--- src/hdl/wake_match_pkg.sv ---
`default_nettype none
package wake_match_pkg;
  // ---------------------------------------------------------------
  // register offsets
  // ---------------------------------------------------------------
  localparam logic [6:0] ADDR_LOW_ID_SELECT = 7'h2A;
  localparam logic [6:0] ADDR_LENGTH_CODE = 7'h2B;
  localparam logic [6:0] ADDR_PAYLOAD_SEVEN = 7'h2C;
  localparam logic [6:0] ADDR_PAYLOAD_SIX = 7'h2D;
  localparam logic [6:0] ADDR_PAYLOAD_FIVE = 7'h2E;
  localparam logic [6:0] ADDR_PAYLOAD_FOUR = 7'h2F;
  localparam logic [6:0] ADDR_PAYLOAD_THREE = 7'h30;
  localparam logic [6:0] ADDR_PAYLOAD_TWO = 7'h31;
  localparam logic [6:0] ADDR_PAYLOAD_ONE = 7'h32;
  localparam logic [6:0] ADDR_PAYLOAD_ZERO = 7'h33;
  // ---------------------------------------------------------------
  // field positions and reset values
  // ---------------------------------------------------------------
  localparam int SELECT_LSB = 2;
  localparam int SELECT_MSB = 6;
  localparam int LENGTH_MSB = 3;
  localparam logic [4:0] SELECT_RESET = 5'h00;
  localparam logic [3:0] LENGTH_RESET = 4'h0;
  localparam logic [7:0] PAYLOAD_RESET = 8'h00;
  localparam logic [3:0] MAX_BYTES = 4'h8;

  // received frame fields presented to the matcher
  typedef struct packed {
    logic [4:0] low_id;
    logic [4:0] low_id_expected;
    logic [3:0] length_code;
    logic [63:0] payload;
  } wake_frame_t;

  // register write or read request
  typedef struct packed {
    logic write;
    logic read;
    logic [6:0] addr;
    logic [7:0] wdata;
  } reg_req_t;
endpackage
`default_nettype wire

--- src/hdl/wake_frame_match_config.sv ---
// Behaviour
// - five select bits at 6:2 for id 4..0
// - reserved mask and length bits read zero
// - four-bit length code in bits 3:0
// - codes 0 to 7 mean that many bytes
// - codes 8 to 15 mean eight bytes
// - length code must match bit for bit
// - zero code is empty payload and cleared state
// - eight payload byte registers, bit 0 lsb
// - reset clears length and payload registers
// - only selected id bits are compared
`timescale 1ns/1ns
`default_nettype none
module wake_frame_match_config #(
  parameter int PAYLOAD_BYTES = 8
) (
  input wire logic clock_in,
  input wire logic sys_rst_in,
  input wire wake_match_pkg::reg_req_t req_in,
  input wire logic frame_valid_in,
  input wire wake_match_pkg::wake_frame_t frame_in,
  output logic [7:0] rdata_out,
  output logic rvalid_out,
  output logic wake_up_frame_out,
  output logic [3:0] payload_bytes_out
);
  // ---------------------------------------------------------------
  // parameter check
  // ---------------------------------------------------------------
  // payload offsets cover eight registers and no length code asks
  // for more than eight bytes, so no other count can be served
  if (PAYLOAD_BYTES != 8) begin : g_payload_bytes_check
    $error("wake frame match supports eight payload bytes only");
  end

  // ---------------------------------------------------------------
  // storage and match terms
  // ---------------------------------------------------------------
  // configuration registers
  logic [4:0] low_id_compare_select;
  logic [3:0] wake_frame_length_code;
  logic [7:0] expected_payload [PAYLOAD_BYTES];
  // match terms of the frame on frame_in
  logic [PAYLOAD_BYTES*8-1:0] expected_flat;
  logic payload_equal;
  logic id_equal;
  logic length_equal;
  logic [3:0] configured_bytes;
  // write strobes and the write data they carry
  logic write_select;
  logic write_length;
  logic write_payload;
  logic [2:0] write_index;
  logic [4:0] select_bits;
  // read value of the addressed register
  logic [7:0] next_rdata;

  // byte number served by a payload offset: 0x2C is byte seven
  function automatic logic [2:0] payload_index(input logic [6:0] addr);
    logic [6:0] diff;
    diff = wake_match_pkg::ADDR_PAYLOAD_ZERO - addr;
    return diff[2:0];
  endfunction

  function automatic logic is_payload(input logic [6:0] addr);
    return addr >= wake_match_pkg::ADDR_PAYLOAD_SEVEN &&
           addr <= wake_match_pkg::ADDR_PAYLOAD_ZERO;
  endfunction

  // byte count from a length code
  function automatic logic [3:0] bytes_of(input logic [3:0] code);
    return code[3] ? wake_match_pkg::MAX_BYTES : code;
  endfunction

  // compare-select register sits alone at its offset
  function automatic logic is_select(input logic [6:0] addr);
    return addr == wake_match_pkg::ADDR_LOW_ID_SELECT;
  endfunction

  // length-code register sits alone at its offset
  function automatic logic is_length(input logic [6:0] addr);
    return addr == wake_match_pkg::ADDR_LENGTH_CODE;
  endfunction

  // ---------------------------------------------------------------
  // write strobes
  // ---------------------------------------------------------------
  // writes to unmapped offsets raise no strobe and are dropped
  assign write_select = req_in.write && is_select(req_in.addr);
  assign write_length = req_in.write && is_length(req_in.addr);
  assign write_payload = req_in.write && is_payload(req_in.addr);
  assign write_index = payload_index(req_in.addr);
  assign select_bits = req_in.wdata[wake_match_pkg::SELECT_MSB:wake_match_pkg::SELECT_LSB];

  // ---------------------------------------------------------------
  // configuration registers
  // ---------------------------------------------------------------
  // compare-select register, a set bit puts its id bit in the compare
  always_ff @(posedge clock_in) begin
    if (sys_rst_in) begin
      low_id_compare_select <= wake_match_pkg::SELECT_RESET;
    end else if (write_select) begin
      low_id_compare_select <= select_bits;
    end
  end

  // length code register, zero is the cleared value and no payload
  always_ff @(posedge clock_in) begin
    if (sys_rst_in) begin
      wake_frame_length_code <= wake_match_pkg::LENGTH_RESET;
    end else if (write_length) begin
      wake_frame_length_code <= req_in.wdata[wake_match_pkg::LENGTH_MSB:0];
    end
  end

  // payload byte registers, bit 0 of each byte is its lsb
  always_ff @(posedge clock_in) begin
    if (sys_rst_in) begin
      for (int k = 0; k < PAYLOAD_BYTES; k++) begin
        expected_payload[k] <= wake_match_pkg::PAYLOAD_RESET;
      end
    end else if (write_payload) begin
      expected_payload[write_index] <= req_in.wdata;
    end
  end

  // ---------------------------------------------------------------
  // read path
  // ---------------------------------------------------------------
  // read value of the addressed register; reserved bits and
  // unmapped offsets read as zero
  always_comb begin
    next_rdata = 8'h00;
    case (req_in.addr)
      wake_match_pkg::ADDR_LOW_ID_SELECT: begin
        next_rdata = {1'b0, low_id_compare_select, 2'b00};
      end
      wake_match_pkg::ADDR_LENGTH_CODE: begin
        next_rdata = {4'h0, wake_frame_length_code};
      end
      wake_match_pkg::ADDR_PAYLOAD_SEVEN: begin
        next_rdata = expected_payload[7];
      end
      wake_match_pkg::ADDR_PAYLOAD_SIX: begin
        next_rdata = expected_payload[6];
      end
      wake_match_pkg::ADDR_PAYLOAD_FIVE: begin
        next_rdata = expected_payload[5];
      end
      wake_match_pkg::ADDR_PAYLOAD_FOUR: begin
        next_rdata = expected_payload[4];
      end
      wake_match_pkg::ADDR_PAYLOAD_THREE: begin
        next_rdata = expected_payload[3];
      end
      wake_match_pkg::ADDR_PAYLOAD_TWO: begin
        next_rdata = expected_payload[2];
      end
      wake_match_pkg::ADDR_PAYLOAD_ONE: begin
        next_rdata = expected_payload[1];
      end
      wake_match_pkg::ADDR_PAYLOAD_ZERO: begin
        next_rdata = expected_payload[0];
      end
      default: begin
        next_rdata = 8'h00; // unmapped reads zero
      end
    endcase
  end

  // read answer one edge after the request, zero when no read
  always_ff @(posedge clock_in) begin
    if (sys_rst_in) begin
      rdata_out <= 8'h00;
      rvalid_out <= 1'b0;
    end else begin
      rvalid_out <= req_in.read;
      rdata_out <= req_in.read ? next_rdata : 8'h00;
    end
  end

  // ---------------------------------------------------------------
  // frame match
  // ---------------------------------------------------------------
  // payload registers laid out as the frame carries them, byte k at 8k
  always_comb begin
    for (int k = 0; k < PAYLOAD_BYTES; k++) begin
      expected_flat[k*8 +: 8] = expected_payload[k];
    end
  end

  // only selected identifier bits must agree
  assign id_equal = ((frame_in.low_id ^ frame_in.low_id_expected) &
                     low_id_compare_select) == 5'h00;

  // codes must agree bit for bit, an equal byte count is not enough
  assign length_equal = frame_in.length_code == wake_frame_length_code;

  // bytes that take part in the compare, eight for codes from eight up
  assign configured_bytes = bytes_of(wake_frame_length_code);

  // payload compare over the configured number of bytes
  wake_payload_compare #(
    .BYTES(PAYLOAD_BYTES)
  ) payload_cmp (
    .expected_in(expected_flat),
    .received_in(frame_in.payload),
    .byte_count_in(configured_bytes),
    .equal_out(payload_equal)
  );

  // wake decision, registered one cycle after frame_valid_in
  always_ff @(posedge clock_in) begin
    if (sys_rst_in) begin
      wake_up_frame_out <= 1'b0;
    end else begin
      wake_up_frame_out <= frame_valid_in && id_equal && length_equal &&
                           payload_equal;
    end
  end

  // configured byte count for the frame decoder
  always_ff @(posedge clock_in) begin
    if (sys_rst_in) begin
      payload_bytes_out <= 4'h0;
    end else begin
      payload_bytes_out <= configured_bytes;
    end
  end
endmodule
`default_nettype wire

--- src/hdl/wake_payload_compare.sv ---
`timescale 1ns/1ns
`default_nettype none
// -----------------------------------------------------------------
// byte-wise payload compare over the first length bytes
// -----------------------------------------------------------------
module wake_payload_compare #(
  parameter int BYTES = 8
) (
  input wire logic [BYTES*8-1:0] expected_in,
  input wire logic [BYTES*8-1:0] received_in,
  input wire logic [3:0] byte_count_in,
  output logic equal_out
);
  // the four-bit byte count reaches eight bytes at most
  if (BYTES != 8) begin : g_bytes_check
    $error("payload compare supports eight bytes only");
  end

  // byte k takes part only when k is below the byte count
  always_comb begin
    equal_out = 1'b1;
    for (int k = 0; k < BYTES; k++) begin
      if (4'(k) < byte_count_in && expected_in[k*8 +: 8] != received_in[k*8 +: 8]) begin
        equal_out = 1'b0;
      end
    end
  end
endmodule
`default_nettype wire

--- config.mk ---
export PLATFORM = sky130hd
export DESIGN_NAME = wake_frame_match_config
export DESIGN_NICKNAME = d
export VERILOG_FILES = /design/src/hdl/wake_match_pkg.sv /design/src/hdl/wake_frame_match_config.sv /design/src/hdl/wake_payload_compare.sv
export SDC_FILE = /design/constraint.sdc
export NUM_CORES = 1
export LEC_CHECK = 0
export ABC_AREA = 1
export BUFFER_PORTS_ARGS = -buffer_cell sky130_fd_sc_hd__buf_2
export CAP_MARGIN = 20
export CORE_AREA = 2 2 106 108
export CTS_CLUSTER_SIZE = 12
export DETAILED_ROUTE_END_ITERATION = 10
export DIE_AREA = 0 0 108 110
export PLACE_DENSITY = 0.7
export SYNTH_ARGS = -nofsm -noshare
export SYNTH_HDL_FRONTEND = slang
export SYNTH_HIERARCHICAL = 1
export SYNTH_SLANG_ARGS = --single-unit
--- constraint.sdc ---
create_clock -name clock_in -period 2.1 [get_ports clock_in]
set_input_delay 0.105 -clock clock_in [delete_from_list [all_inputs] [get_ports clock_in]]
set_output_delay 0.105 -clock clock_in [all_outputs]
set_load 0.1 [all_outputs]
==> results.md, run 1 <==
- Fillers: 1,039
- H-tree depth: 3
- Number of remaining DRC errors: 0
- Num ports: 112
- GRT overflow: 0
- Final period util: 91.5%
- CP most frequent cell: nor2_1
- CP cell instances: nor2_1 > nor2_1 > nor2_1 > nand2_1 > nor2_1 > nand2_1 > nor2_2 > nand3_2 > a21oi_2 > nand3_1 > nor3_1 > nand4_1 > nor2_1
- CP Launch Type: flop
- GPL Wtd Cong: 0.898
- Crit path kind: flop to flop
- Slowest stage delay, CP: 0.44 ns
- Worst-Margin Slew: 0.542 ns
- Initial antenna violation count: 0
- Worst ir drop on vdd: 513 µV
- Die ar.: 0.0119 mm²
- Final Util: 58.1%
- # setup viols final: 0
- Final Instance Area: 0.00621 mm²
- Nets: 951
- Hold WC Path Type: primary input to flop
- Syn_nets: 828
- CP max-delay cell: edfxtp_1
- Final Power: 3.56 mW
- CP Capture Type: flop
- Vias post-DR: 5,145
- Fin Setup TNS: 0 ns
- Largest net degree at the start of global routing: 33
- Yosys Warn Count: 6
- Number of buffers and inverters on the critical path: 0
- Routed WL: 15,200 µm
- Hpwl dp: 11,700 µm
- Diode count: 0
- Post-Synthesis Cell Area: 0.00525 mm²
- Avg WL per Cell: 15.2 µm
- Leakage power: 3.15 nW
- Die height: 110 µm
- RSZ-0062 raised after global routing: false
- Avg Cell Area, Syn: 7.19 µm²
- CTS tree: yes
- Port-buffer cells: 111
- R2R depth: 13
- CTS sink count: 87
- Vias/cell: 5.16
- Worst slew margin: 63.7%
- Final antenna-violating net count: 0
- Initial cell density of the core: 49.1%
- Min Clock Period, post-route: 1.92 ns
- Share of layout cells above drive strength 1: 19.2%
- Post-place instance area: 0.00599 mm²
- WHS Endpoint: wake_up_frame_out
- Worst Path Required: 2.40 ns
- Hold Crit Start: frame_in[64]
- P&R area growth vs syn: 18.4%
- FF+latch count, synth: 87
- GRT Util Overall: 26.3%
- Vias in the first global route: 4,696
- CORE AREA: 0.0107 mm²
- Drt initial violations: 517
- PD cells: 573 mW/mm²
- Setup Skew: 0.0134 ns
- Row count: 38
- Status: complete, no violations
- Slew Limit Fails: 0
- Insertion delay to the later sink of the worst-skew pair: 0.36 ns
- CP max FO: 3
- M1 WL: 6460 µm
- FMAX: 520 MHz
- Met2 WL: 6970 µm
- Met3 WL: 1380 µm
- DR top layer: met4
- R2r endpoint: wake_up_frame_out
- First-pass GRT wire length: 23,300 µm
- Number of max-cap violations: 0
- Clk slew on worst S/H paths: 0.09 ns
- Final hold violation count: 0
- Chip width: 108 µm
- R2R Path Start: expected_payload[3][5]
- Hold path depth: 4
- Flop2flop setup slack: 0.18 ns
- Max clock buf depth: 2
- Top cell family by delay on the critical path: simple AND/OR/NAND/NOR gates
- Arrival @ worst endpoint: 2.22 ns
- CTS buffer count: 9
- Root buffer cell: clkbuf_8
- TritonRoute pass-1 iters: 5
- Seq/Total Area, Yosys: 45.4%
- Yosys cell types: 28
- Cells after synthesis: 730
cell usage in the layout, fill, tap and decap left out, types with 9 or more instances in the layout:
cell	count
edfxtp_1	64
buf_2	111
xor2_1	13
clkbuf_8	9
a21oi_1	13
inv_1	97
nor2_1	166
nand3_1	73
dfxtp_1	23
xnor2_1	20
nand2_1	180
nand4_1	10
o21ai_0	13
buf_4	10
worst max path at each step:
stage                                    from           endpoint  slack (ns)  depth (start not counted)
finish                 expected_payload[3][5]  wake_up_frame_out        0.18                         13
global route           expected_payload[2][0]  wake_up_frame_out        0.02                         13
CTS                    expected_payload[1][6]  wake_up_frame_out        0.18                         13
detailed placement     expected_payload[2][0]  wake_up_frame_out        0.20                         13
global placement       expected_payload[2][0]  wake_up_frame_out        0.18                         13
floorplan           wake_frame_length_code[3]  wake_up_frame_out        0.46                         13
routing by layer:
metal / GRT usage (%) / vias up
met3: 5.58 / 27
met1: 35.6 / 2343
met5: 0 / -
met4: 9.25 / 0
li1: - / 2538
met2: 41.9 / 237
synthesized netlist by cell type (all sizes together):
cell type | number | area, µm²
a21oi | 14 | 73.8
buf | 4 | 22.5
clkbuf | 6 | 22.5
clkinv | 8 | 30.0
dfxtp | 23 | 460
edfxtp | 64 | 1920
inv | 98 | 368
nand2 | 188 | 726
nand3 | 74 | 370
nand3b | 1 | 7.51
nand4 | 10 | 62.6
nor2 | 180 | 741
nor3 | 7 | 40.0
o211ai | 1 | 7.51
o21a | 1 | 7.51
o21ai | 13 | 65.1
o21bai | 1 | 7.51
or2 | 4 | 25.0
xnor2 | 20 | 175
xor2 | 13 | 114
worst reg2reg max path, cell delays in order (launching register included):
cell and delay (ns):
edfxtp_1 0.44, nor2_1 0.11, nor2_1 0.05, nor2_1 0.08, nand2_1 0.09, nor2_1 0.17, nand2_1 0.09, nor2_2 0.12
nand3_2 0.10, a21oi_2 0.15, nand3_1 0.09, nor3_1 0.18, nand4_1 0.10, nor2_1 0.10
final cells by class:
type / instances / area, µm² / share of cell area [%]
Clock buffer: 11 / 153 / 2.46
Clock inverter: 5 / 31.3 / 0.504
Inverter: 106 / 398 / 6.40
Multi-Input combinational cell: 527 / 2430 / 39.2
Sequential cell: 87 / 2380 / 38.3
Tap cell: 140 / 175 / 2.82
Timing Repair Buffer: 122 / 641 / 10.3
sequential cells by signal, indices dropped and copies added (netlist names):
name                    flops
expected_payload           64
rdata_out                   8
low_id_compare_select       5
payload_bytes_out           4
wake_frame_length_code      4
rvalid_out                  1
wake_up_frame_out           1
metrics by stage:
step                worst slack (ns)  hold WS [ns]  instances
floorplan                      0.456         0.177        730
global placement               0.179         0.361        979
detailed placement             0.195         0.365        979
CTS                            0.176        0.0245        996
global route                  0.0180        0.0417        998
finish                         0.178        0.0393        998
power by group:
group | total (mW) | switching (mW) | internal [mW] | leakage (nW)
clock network | 1.11 | 0.611 | 0.499 | 0.0942
logic | 0.482 | 0.302 | 0.181 | 2.26
registers | 1.97 | 0.0599 | 1.91 | 0.793
cell families after synthesis:
logic type	synth area share (%)
compound gates	3.08
xor+xnor	5.51
buf+inv	8.44
flops	45.4
simple gates	37.6
timing repair:
action	4_1_cts	5_1_grt
setup buffers	0	2
endpoints found under the hold margin	4	0
endpoints found under the setup margin	0	1
gates resized for setup	0	3
hold buffers	1	0
No activity file was read; power rests on OpenSTA's default activity.
==> inputs of run 2 (changes only) <==
==> constraint.sdc (replaced) <==
create_clock -name clock_in -period 2.1 [get_ports clock_in]
set_input_delay 0.525 -clock clock_in [delete_from_list [all_inputs] [get_ports clock_in]]
set_output_delay 0.525 -clock clock_in [all_outputs]
set_load 0.1 [all_outputs]
==> results.md, run 2 (synthesis results as in run 1) <==
- Final Util: 59.6% (was 58.1%)
- Die height: 110 µm (unchanged)
- Vias post-DR: 5,177 (was 5,145)
- H-tree depth: 3 (unchanged)
- Setup Skew: 0.00570 ns (was 0.0134 ns)
- Chip width: 108 µm (unchanged)
- Drt initial violations: 445 (was 517)
- Port-buffer cells: 111 (unchanged)
- CP Launch Type: flop (unchanged)
- CP max-delay cell: edfxtp_1 (unchanged)
- CP most frequent cell: nand2_1 (was nor2_1)
- CP Capture Type: flop (unchanged)
- Number of buffers and inverters on the critical path: 0 (unchanged)
- CP cell instances: nand2_1 > nand2_1 > nor2_1 > nand2_1 > nor2_1 > nand2_1 > nor2_2 > nand3_1 > a21oi_2 > nand3_1 > nor3_2 > nand4_1 > nor2_1 (was nor2_1 > nor2_1 > nor2_1 > nand2_1 > nor2_1 > nand2_1 > nor2_2 > nand3_2 > a21oi_2 > nand3_1 > nor3_1 > nand4_1 > nor2_1)
- CORE AREA: 0.0107 mm² (unchanged)
- Die ar.: 0.0119 mm² (unchanged)
- CTS buffer count: 9 (unchanged)
- FMAX: 502 MHz (was 520 MHz)
- Leakage power: 3.24 nW (was 3.15 nW)
- Vias in the first global route: 4,929 (was 4,696)
- Number of flip-flops in the largest register: 64 (unchanged)
- Vias/cell: 5.10 (was 5.16)
- Row count: 38 (unchanged)
- Min Clock Period, post-route: 1.99 ns (was 1.92 ns)
- Hold WC Path Type: primary input to flop (unchanged)
- GPL Wtd Cong: 0.936 (was 0.898)
- Diode count: 0 (unchanged)
- Top cell family by delay on the critical path: simple AND/OR/NAND/NOR gates (unchanged)
- Slowest stage delay, CP: 0.46 ns (was 0.44 ns)
- RSZ-0062 raised after global routing: false (unchanged)
- Initial cell density of the core: 49.1% (unchanged)
- Number of max-cap violations: 0 (unchanged)
- PD cells: 586 mW/mm² (was 573 mW/mm²)
- Largest net degree at the start of global routing: 33 (unchanged)
- Final period util: 94.8% (was 91.5%)
- First-pass GRT wire length: 24,100 µm (was 23,300 µm)
- Area of the multi-input gates: 0.00244 mm² (was 0.00243 mm²)
- GRT Util Overall: 26.8% (was 26.3%)
- CTS tree: yes (unchanged)
- CTS Hold Bufs: 0 (was 1)
- Nets: 969 (was 951)
- P&R area growth vs syn: 21.6% (was 18.4%)
- Clk slew on worst S/H paths: 0.09 ns (about the same)
- TritonRoute pass-1 iters: 5 (unchanged)
- Fillers: 996 (was 1,039)
- Final Power: 3.74 mW (was 3.56 mW)
- Worst-Margin Slew: 0.535 ns (was 0.542 ns)
- Largest regs: expected_payload (64), rdata_out (8), low_id_compare_select (5) (unchanged)
- Crit path kind: flop to flop (unchanged)
- Worst slew margin: 64.2% (was 63.7%)
- Insertion delay to the later sink of the worst-skew pair: 0.36 ns (about the same)
- Status: complete, no violations (unchanged)
- Share of layout cells above drive strength 1: 21.2% (was 19.2%)
- Number of remaining DRC errors: 0 (unchanged)
- Num ports: 112 (unchanged)
- CP max FO: 3 (unchanged)
- CTS sink count: 87 (unchanged)
- Final hold violation count: 0 (unchanged)
- Worst Path Required: 2.40 ns (about the same)
- Largest Register: expected_payload (unchanged)
- # setup viols final: 0 (unchanged)
- Sequential cell area: 0.00238 mm² (unchanged)
- Max clock buf depth: 2 (unchanged)
- Most frequent cells in the layout: nand2_1 (179), nor2_1 (164), buf_2 (111) (was nand2_1 (180), nor2_1 (166), buf_2 (111))
- Final antenna-violating net count: 0 (unchanged)
- Initial antenna violation count: 0 (unchanged)
- Routed WL: 15,400 µm (was 15,200 µm)
- GRT overflow: 0 (unchanged)
- Flop2flop setup slack: 0.11 ns (was 0.18 ns)
- Root buffer cell: clkbuf_8 (unchanged)
- Avg WL per Cell: 15.2 µm (about the same)
- Slew Limit Fails: 0 (unchanged)
- Hpwl dp: 11,900 µm (was 11,700 µm)
- Worst ir drop on vdd: 432 µV (was 513 µV)
- Arrival @ worst endpoint: 2.29 ns (was 2.22 ns)
- Commonest non-fill, non-tap cell in the layout: nand2_1 (unchanged)
run 2: changes by cell type in the layout (fill, tap and decap cells not counted), sizes merged:
cell and change:
clkinvlp +1, clkinv -1, dlygate4sd3 -1, bufinv +2, clkbuf -2, buf +19
run 2: report_power, final:
part           switching, mW  internal [mW]  leakage [nW]
clock                  0.606          0.660         0.100
sequential            0.0631           1.91         0.793
combinational          0.308          0.194          2.35
total                  0.977           2.76          3.24
run 2: repair_timing:
| item | in CTS | in global routing |
|---|---|---|
| gates resized for setup | 0 | 6 |
| setup endpoints to repair | 0 | 1 |
| setup buffers | 0 | 9 |
| hold endpoints to repair | 0 | 0 |
run 2: path summary, 6_finish.rpt:
| kind | endpoint | depth (start not counted) | start |
|---|---|---|---|
| min reg2reg | payload_bytes_out[2] | 2 | wake_frame_length_code[2] |
| max | wake_up_frame_out | 13 | expected_payload[2][6] |
| min | wake_up_frame_out | 4 | frame_in[65] |
| max reg2reg | wake_up_frame_out | 13 | expected_payload[2][6] |
run 2: per-stage QoR:
step / hold WS, ns / instances / instance area (µm²) / setup TNS, ns / setup WS (ns)
2_1_floorplan: 0.465 / 730 / 5250 / 0 / 0.165
3_3_place_gp: 0.535 / 991 / 6080 / 0 / 0.0235
3_5_place_dp: 0.532 / 991 / 6080 / -0.0180 / -0.0180
4_1_cts: 0.462 / 1007 / 6290 / 0 / 0.101
5_1_grt: 0.480 / 1016 / 6380 / 0 / 0.0401
6_report: 0.475 / 1016 / 6380 / 0 / 0.108
run 2: area by class of cell:
cell class | count | share of cell area [%]
clock buffers | 9 | 1.94
clock inverters | 7 | 1.37
inverters | 106 | 6.24
multi-input cells | 527 | 38.2
flip-flops and latches | 87 | 37.3
well taps | 140 | 2.75
repair buffers | 140 | 12.1
run 2: tightest hold or removal path, cell delays in order:
cell and delay [ns]:
buf_2 0.08, xnor2_1 0.05, nand4_1 0.09, nor2_1 0.04
run 2: layer usage:
metal  track usage (%)  vias to the layer above  wire (µm)
met5                 0                        -          0
met4              9.07                        0        332
met3              4.23                       27       1310
li1                  -                     2573          -
met1              35.7                     2355       6470
met2              44.7                      222       7340
==> inputs of run 3 (changes only) <==
--- a/config.mk
+++ b/config.mk
@@ -13,6 +13,7 @@
 export DETAILED_ROUTE_END_ITERATION = 10
 export DIE_AREA = 0 0 108 110
 export PLACE_DENSITY = 0.7
+export REMOVE_ABC_BUFFERS = 1
 export SYNTH_ARGS = -nofsm -noshare
 export SYNTH_HDL_FRONTEND = slang
 export SYNTH_HIERARCHICAL = 1
==> constraint.sdc (replaced) <==
create_clock -name clock_in -period 2.1 [get_ports clock_in]
set_input_delay 0.21 -clock clock_in [delete_from_list [all_inputs] [get_ports clock_in]]
set_output_delay 0.21 -clock clock_in [all_outputs]
set_load 0.1 [all_outputs]
==> results.md, run 3 (synthesis results as in run 1) <==
- Largest net degree at the start of global routing: 33 (unchanged)
- CTS sink count: 87 (unchanged)
- TritonRoute pass-1 iters: 5 (unchanged)
- DR top layer: met4 (unchanged)
- Diode count: 0 (unchanged)
- P&R area growth vs syn: 18.9% (was 21.6%)
- Chip width: 108 µm (unchanged)
- Placed cell count: 982 (was 991)
- Slew Limit Fails: 0 (unchanged)
- FMAX: 521 MHz (was 502 MHz)
- Hpwl dp: 11,600 µm (was 11,900 µm)
- Vias post-DR: 5,085 (was 5,177)
- # setup viols final: 0 (unchanged)
- Root buffer cell: clkbuf_8 (unchanged)
- Min Clock Period, post-route: 1.92 ns (was 1.99 ns)
- Initial cell density of the core: 49.1% (unchanged)
- CTS buffer count: 9 (unchanged)
- Insertion delay to the later sink of the worst-skew pair: 0.36 ns (about the same)
- Met2 WL: 6920 µm (was 7340 µm)
- Avg WL per Cell: 15.1 µm (was 15.2 µm)
- Vias/cell: 5.08 (was 5.10)
- Most frequent cells in the layout: nand2_1 (180), nor2_1 (167), buf_2 (111) (was nand2_1 (179), nor2_1 (164), buf_2 (111))
- Final Util: 58.3% (was 59.6%)
- Number of max-cap violations: 0 (unchanged)
- Largest Register: expected_payload (unchanged)
- Number of flip-flops in the largest register: 64 (unchanged)
- CTS Hold Bufs: 0 (unchanged)
- Worst slew margin: 59.7% (was 64.2%)
- Worst Setup SP: expected_payload[7][1] (was expected_payload[2][6])
- Hold WC Path Type: primary input to flop (unchanged)
- Status: complete, no violations (unchanged)
- Worst hold slack: 0.0960 ns (was 0.475 ns)
- Nets: 954 (was 969)
- Hold path depth: 2 (was 4)
- Vias in the first global route: 4,753 (was 4,929)
- Clk slew on worst S/H paths: 0.08 ns (was 0.09 ns)
- M1 WL: 6510 µm (was 6470 µm)
- Max clock buf depth: 2 (unchanged)
- Number of remaining DRC errors: 0 (unchanged)
- CTS tree: yes (unchanged)
- Fillers: 1,042 (was 996)
- Num ports: 112 (unchanged)
- CP max FO: 3 (unchanged)
- Fin Setup TNS: 0 ns (unchanged)
- Largest regs: expected_payload (64), rdata_out (8), low_id_compare_select (5) (unchanged)
- Sequential cell area: 0.00238 mm² (unchanged)
- Routed WL: 15,100 µm (was 15,400 µm)
- H-tree depth: 3 (unchanged)
- Die ar.: 0.0119 mm² (unchanged)
- Met3 WL: 1260 µm (was 1310 µm)
- PD cells: 581 mW/mm² (was 586 mW/mm²)
- Final period util: 91.4% (was 94.8%)
- CP Launch Type: flop (unchanged)
- Final antenna-violating net count: 0 (unchanged)
- CP Capture Type: flop (unchanged)
- Setup Skew: 0.00352 ns (was 0.00570 ns)
- Fin cells: 1,001 (was 1,016)
- Die height: 110 µm (unchanged)
- Final hold violation count: 0 (unchanged)
- Worst ir drop on vdd: 308 µV (was 432 µV)
- First-pass GRT wire length: 23,500 µm (was 24,100 µm)
- Crit path kind: flop to flop (unchanged)
- Commonest non-fill, non-tap cell in the layout: nand2_1 (unchanged)
- Initial antenna violation count: 0 (unchanged)
- Worst Path Required: 2.40 ns (about the same)
- Arrival @ worst endpoint: 2.22 ns (was 2.29 ns)
- R2R depth: 10 (was 13)
- Area of the multi-input gates: 0.00242 mm² (was 0.00244 mm²)
- GRT Util Overall: 26.2% (was 26.8%)
- Port-buffer cells: 111 (unchanged)
- Share of layout cells above drive strength 1: 19.4% (was 21.2%)
- Row count: 38 (unchanged)
- GRT overflow: 0 (unchanged)
- Worst-Margin Slew: 0.602 ns (was 0.535 ns)
- CORE AREA: 0.0107 mm² (unchanged)
- Leakage power: 3.16 nW (was 3.24 nW)
- Drt initial violations: 506 (was 445)
- R2R Path Start: expected_payload[7][1] (was expected_payload[2][6])
- GPL Wtd Cong: 0.947 (was 0.936)
- Hold Crit Start: sys_rst_in (was frame_in[65])
run 3: per-layer routing:
| metal | vias to the layer above | global-route usage [%] |
|---|---|---|
| met1 | 2271 | 35.2 |
| met4 | 0 | 8.61 |
| li1 | 2539 | - |
| met3 | 27 | 4.35 |
| met2 | 248 | 43.5 |
| met5 | - | 0 |
run 3: power by group:
group / switching (mW) / internal (mW)
combinational: 0.304 / 0.181
sequential: 0.0552 / 1.91
clock: 0.601 / 0.580
run 3: what timing repair did:
action,in CTS,in global routing
endpoints found under the setup margin,0,1
resized for setup,0,2
setup buffers,0,3
run 3: cell type report:
| cell class | count | share of cell area, % |
|---|---|---|
| Clock buffer | 11 | 2.27 |
| Multi-Input combinational cell | 527 | 38.9 |
| Timing Repair Buffer | 125 | 10.6 |
| Tap cell | 140 | 2.81 |
| Sequential cell | 87 | 38.2 |
| Clock inverter | 5 | 0.922 |
| Inverter | 106 | 6.38 |
run 3: critical path, cell delays in order (launching register included):
cell,delay (ns)
edfxtp_1,0.43
or2_0,0.23
a21oi_1,0.15
nand2_1,0.08
o21ai_1,0.23
nand3_1,0.12
a21oi_2,0.16
nand3_1,0.10
nor3_1,0.19
nand4_1,0.09
nor2_1,0.08
run 3: per-stage QoR:
| step | setup WS (ns) | instance area (µm²) | power, mW |
|---|---|---|---|
| 2_1_floorplan | 0.0607 | 5200 | 2.25 |
| 3_3_place_gp | 0.176 | 6020 | 2.46 |
| 3_5_place_dp | 0.130 | 6020 | 2.48 |
| 4_1_cts | 0.106 | 6210 | 3.62 |
| 5_1_grt | -0.00181 | 6240 | 3.77 |
| 6_report | 0.180 | 6240 | 3.63 |
run 3: path summary, 6_finish.rpt:
| path | to | slack [ns] |
|---|---|---|
| min | payload_bytes_out[3] | 0.1 |
| min reg2reg | payload_bytes_out[2] | 0.56 |
| max | wake_up_frame_out | 0.18 |
| max reg2reg | wake_up_frame_out | 0.18 |
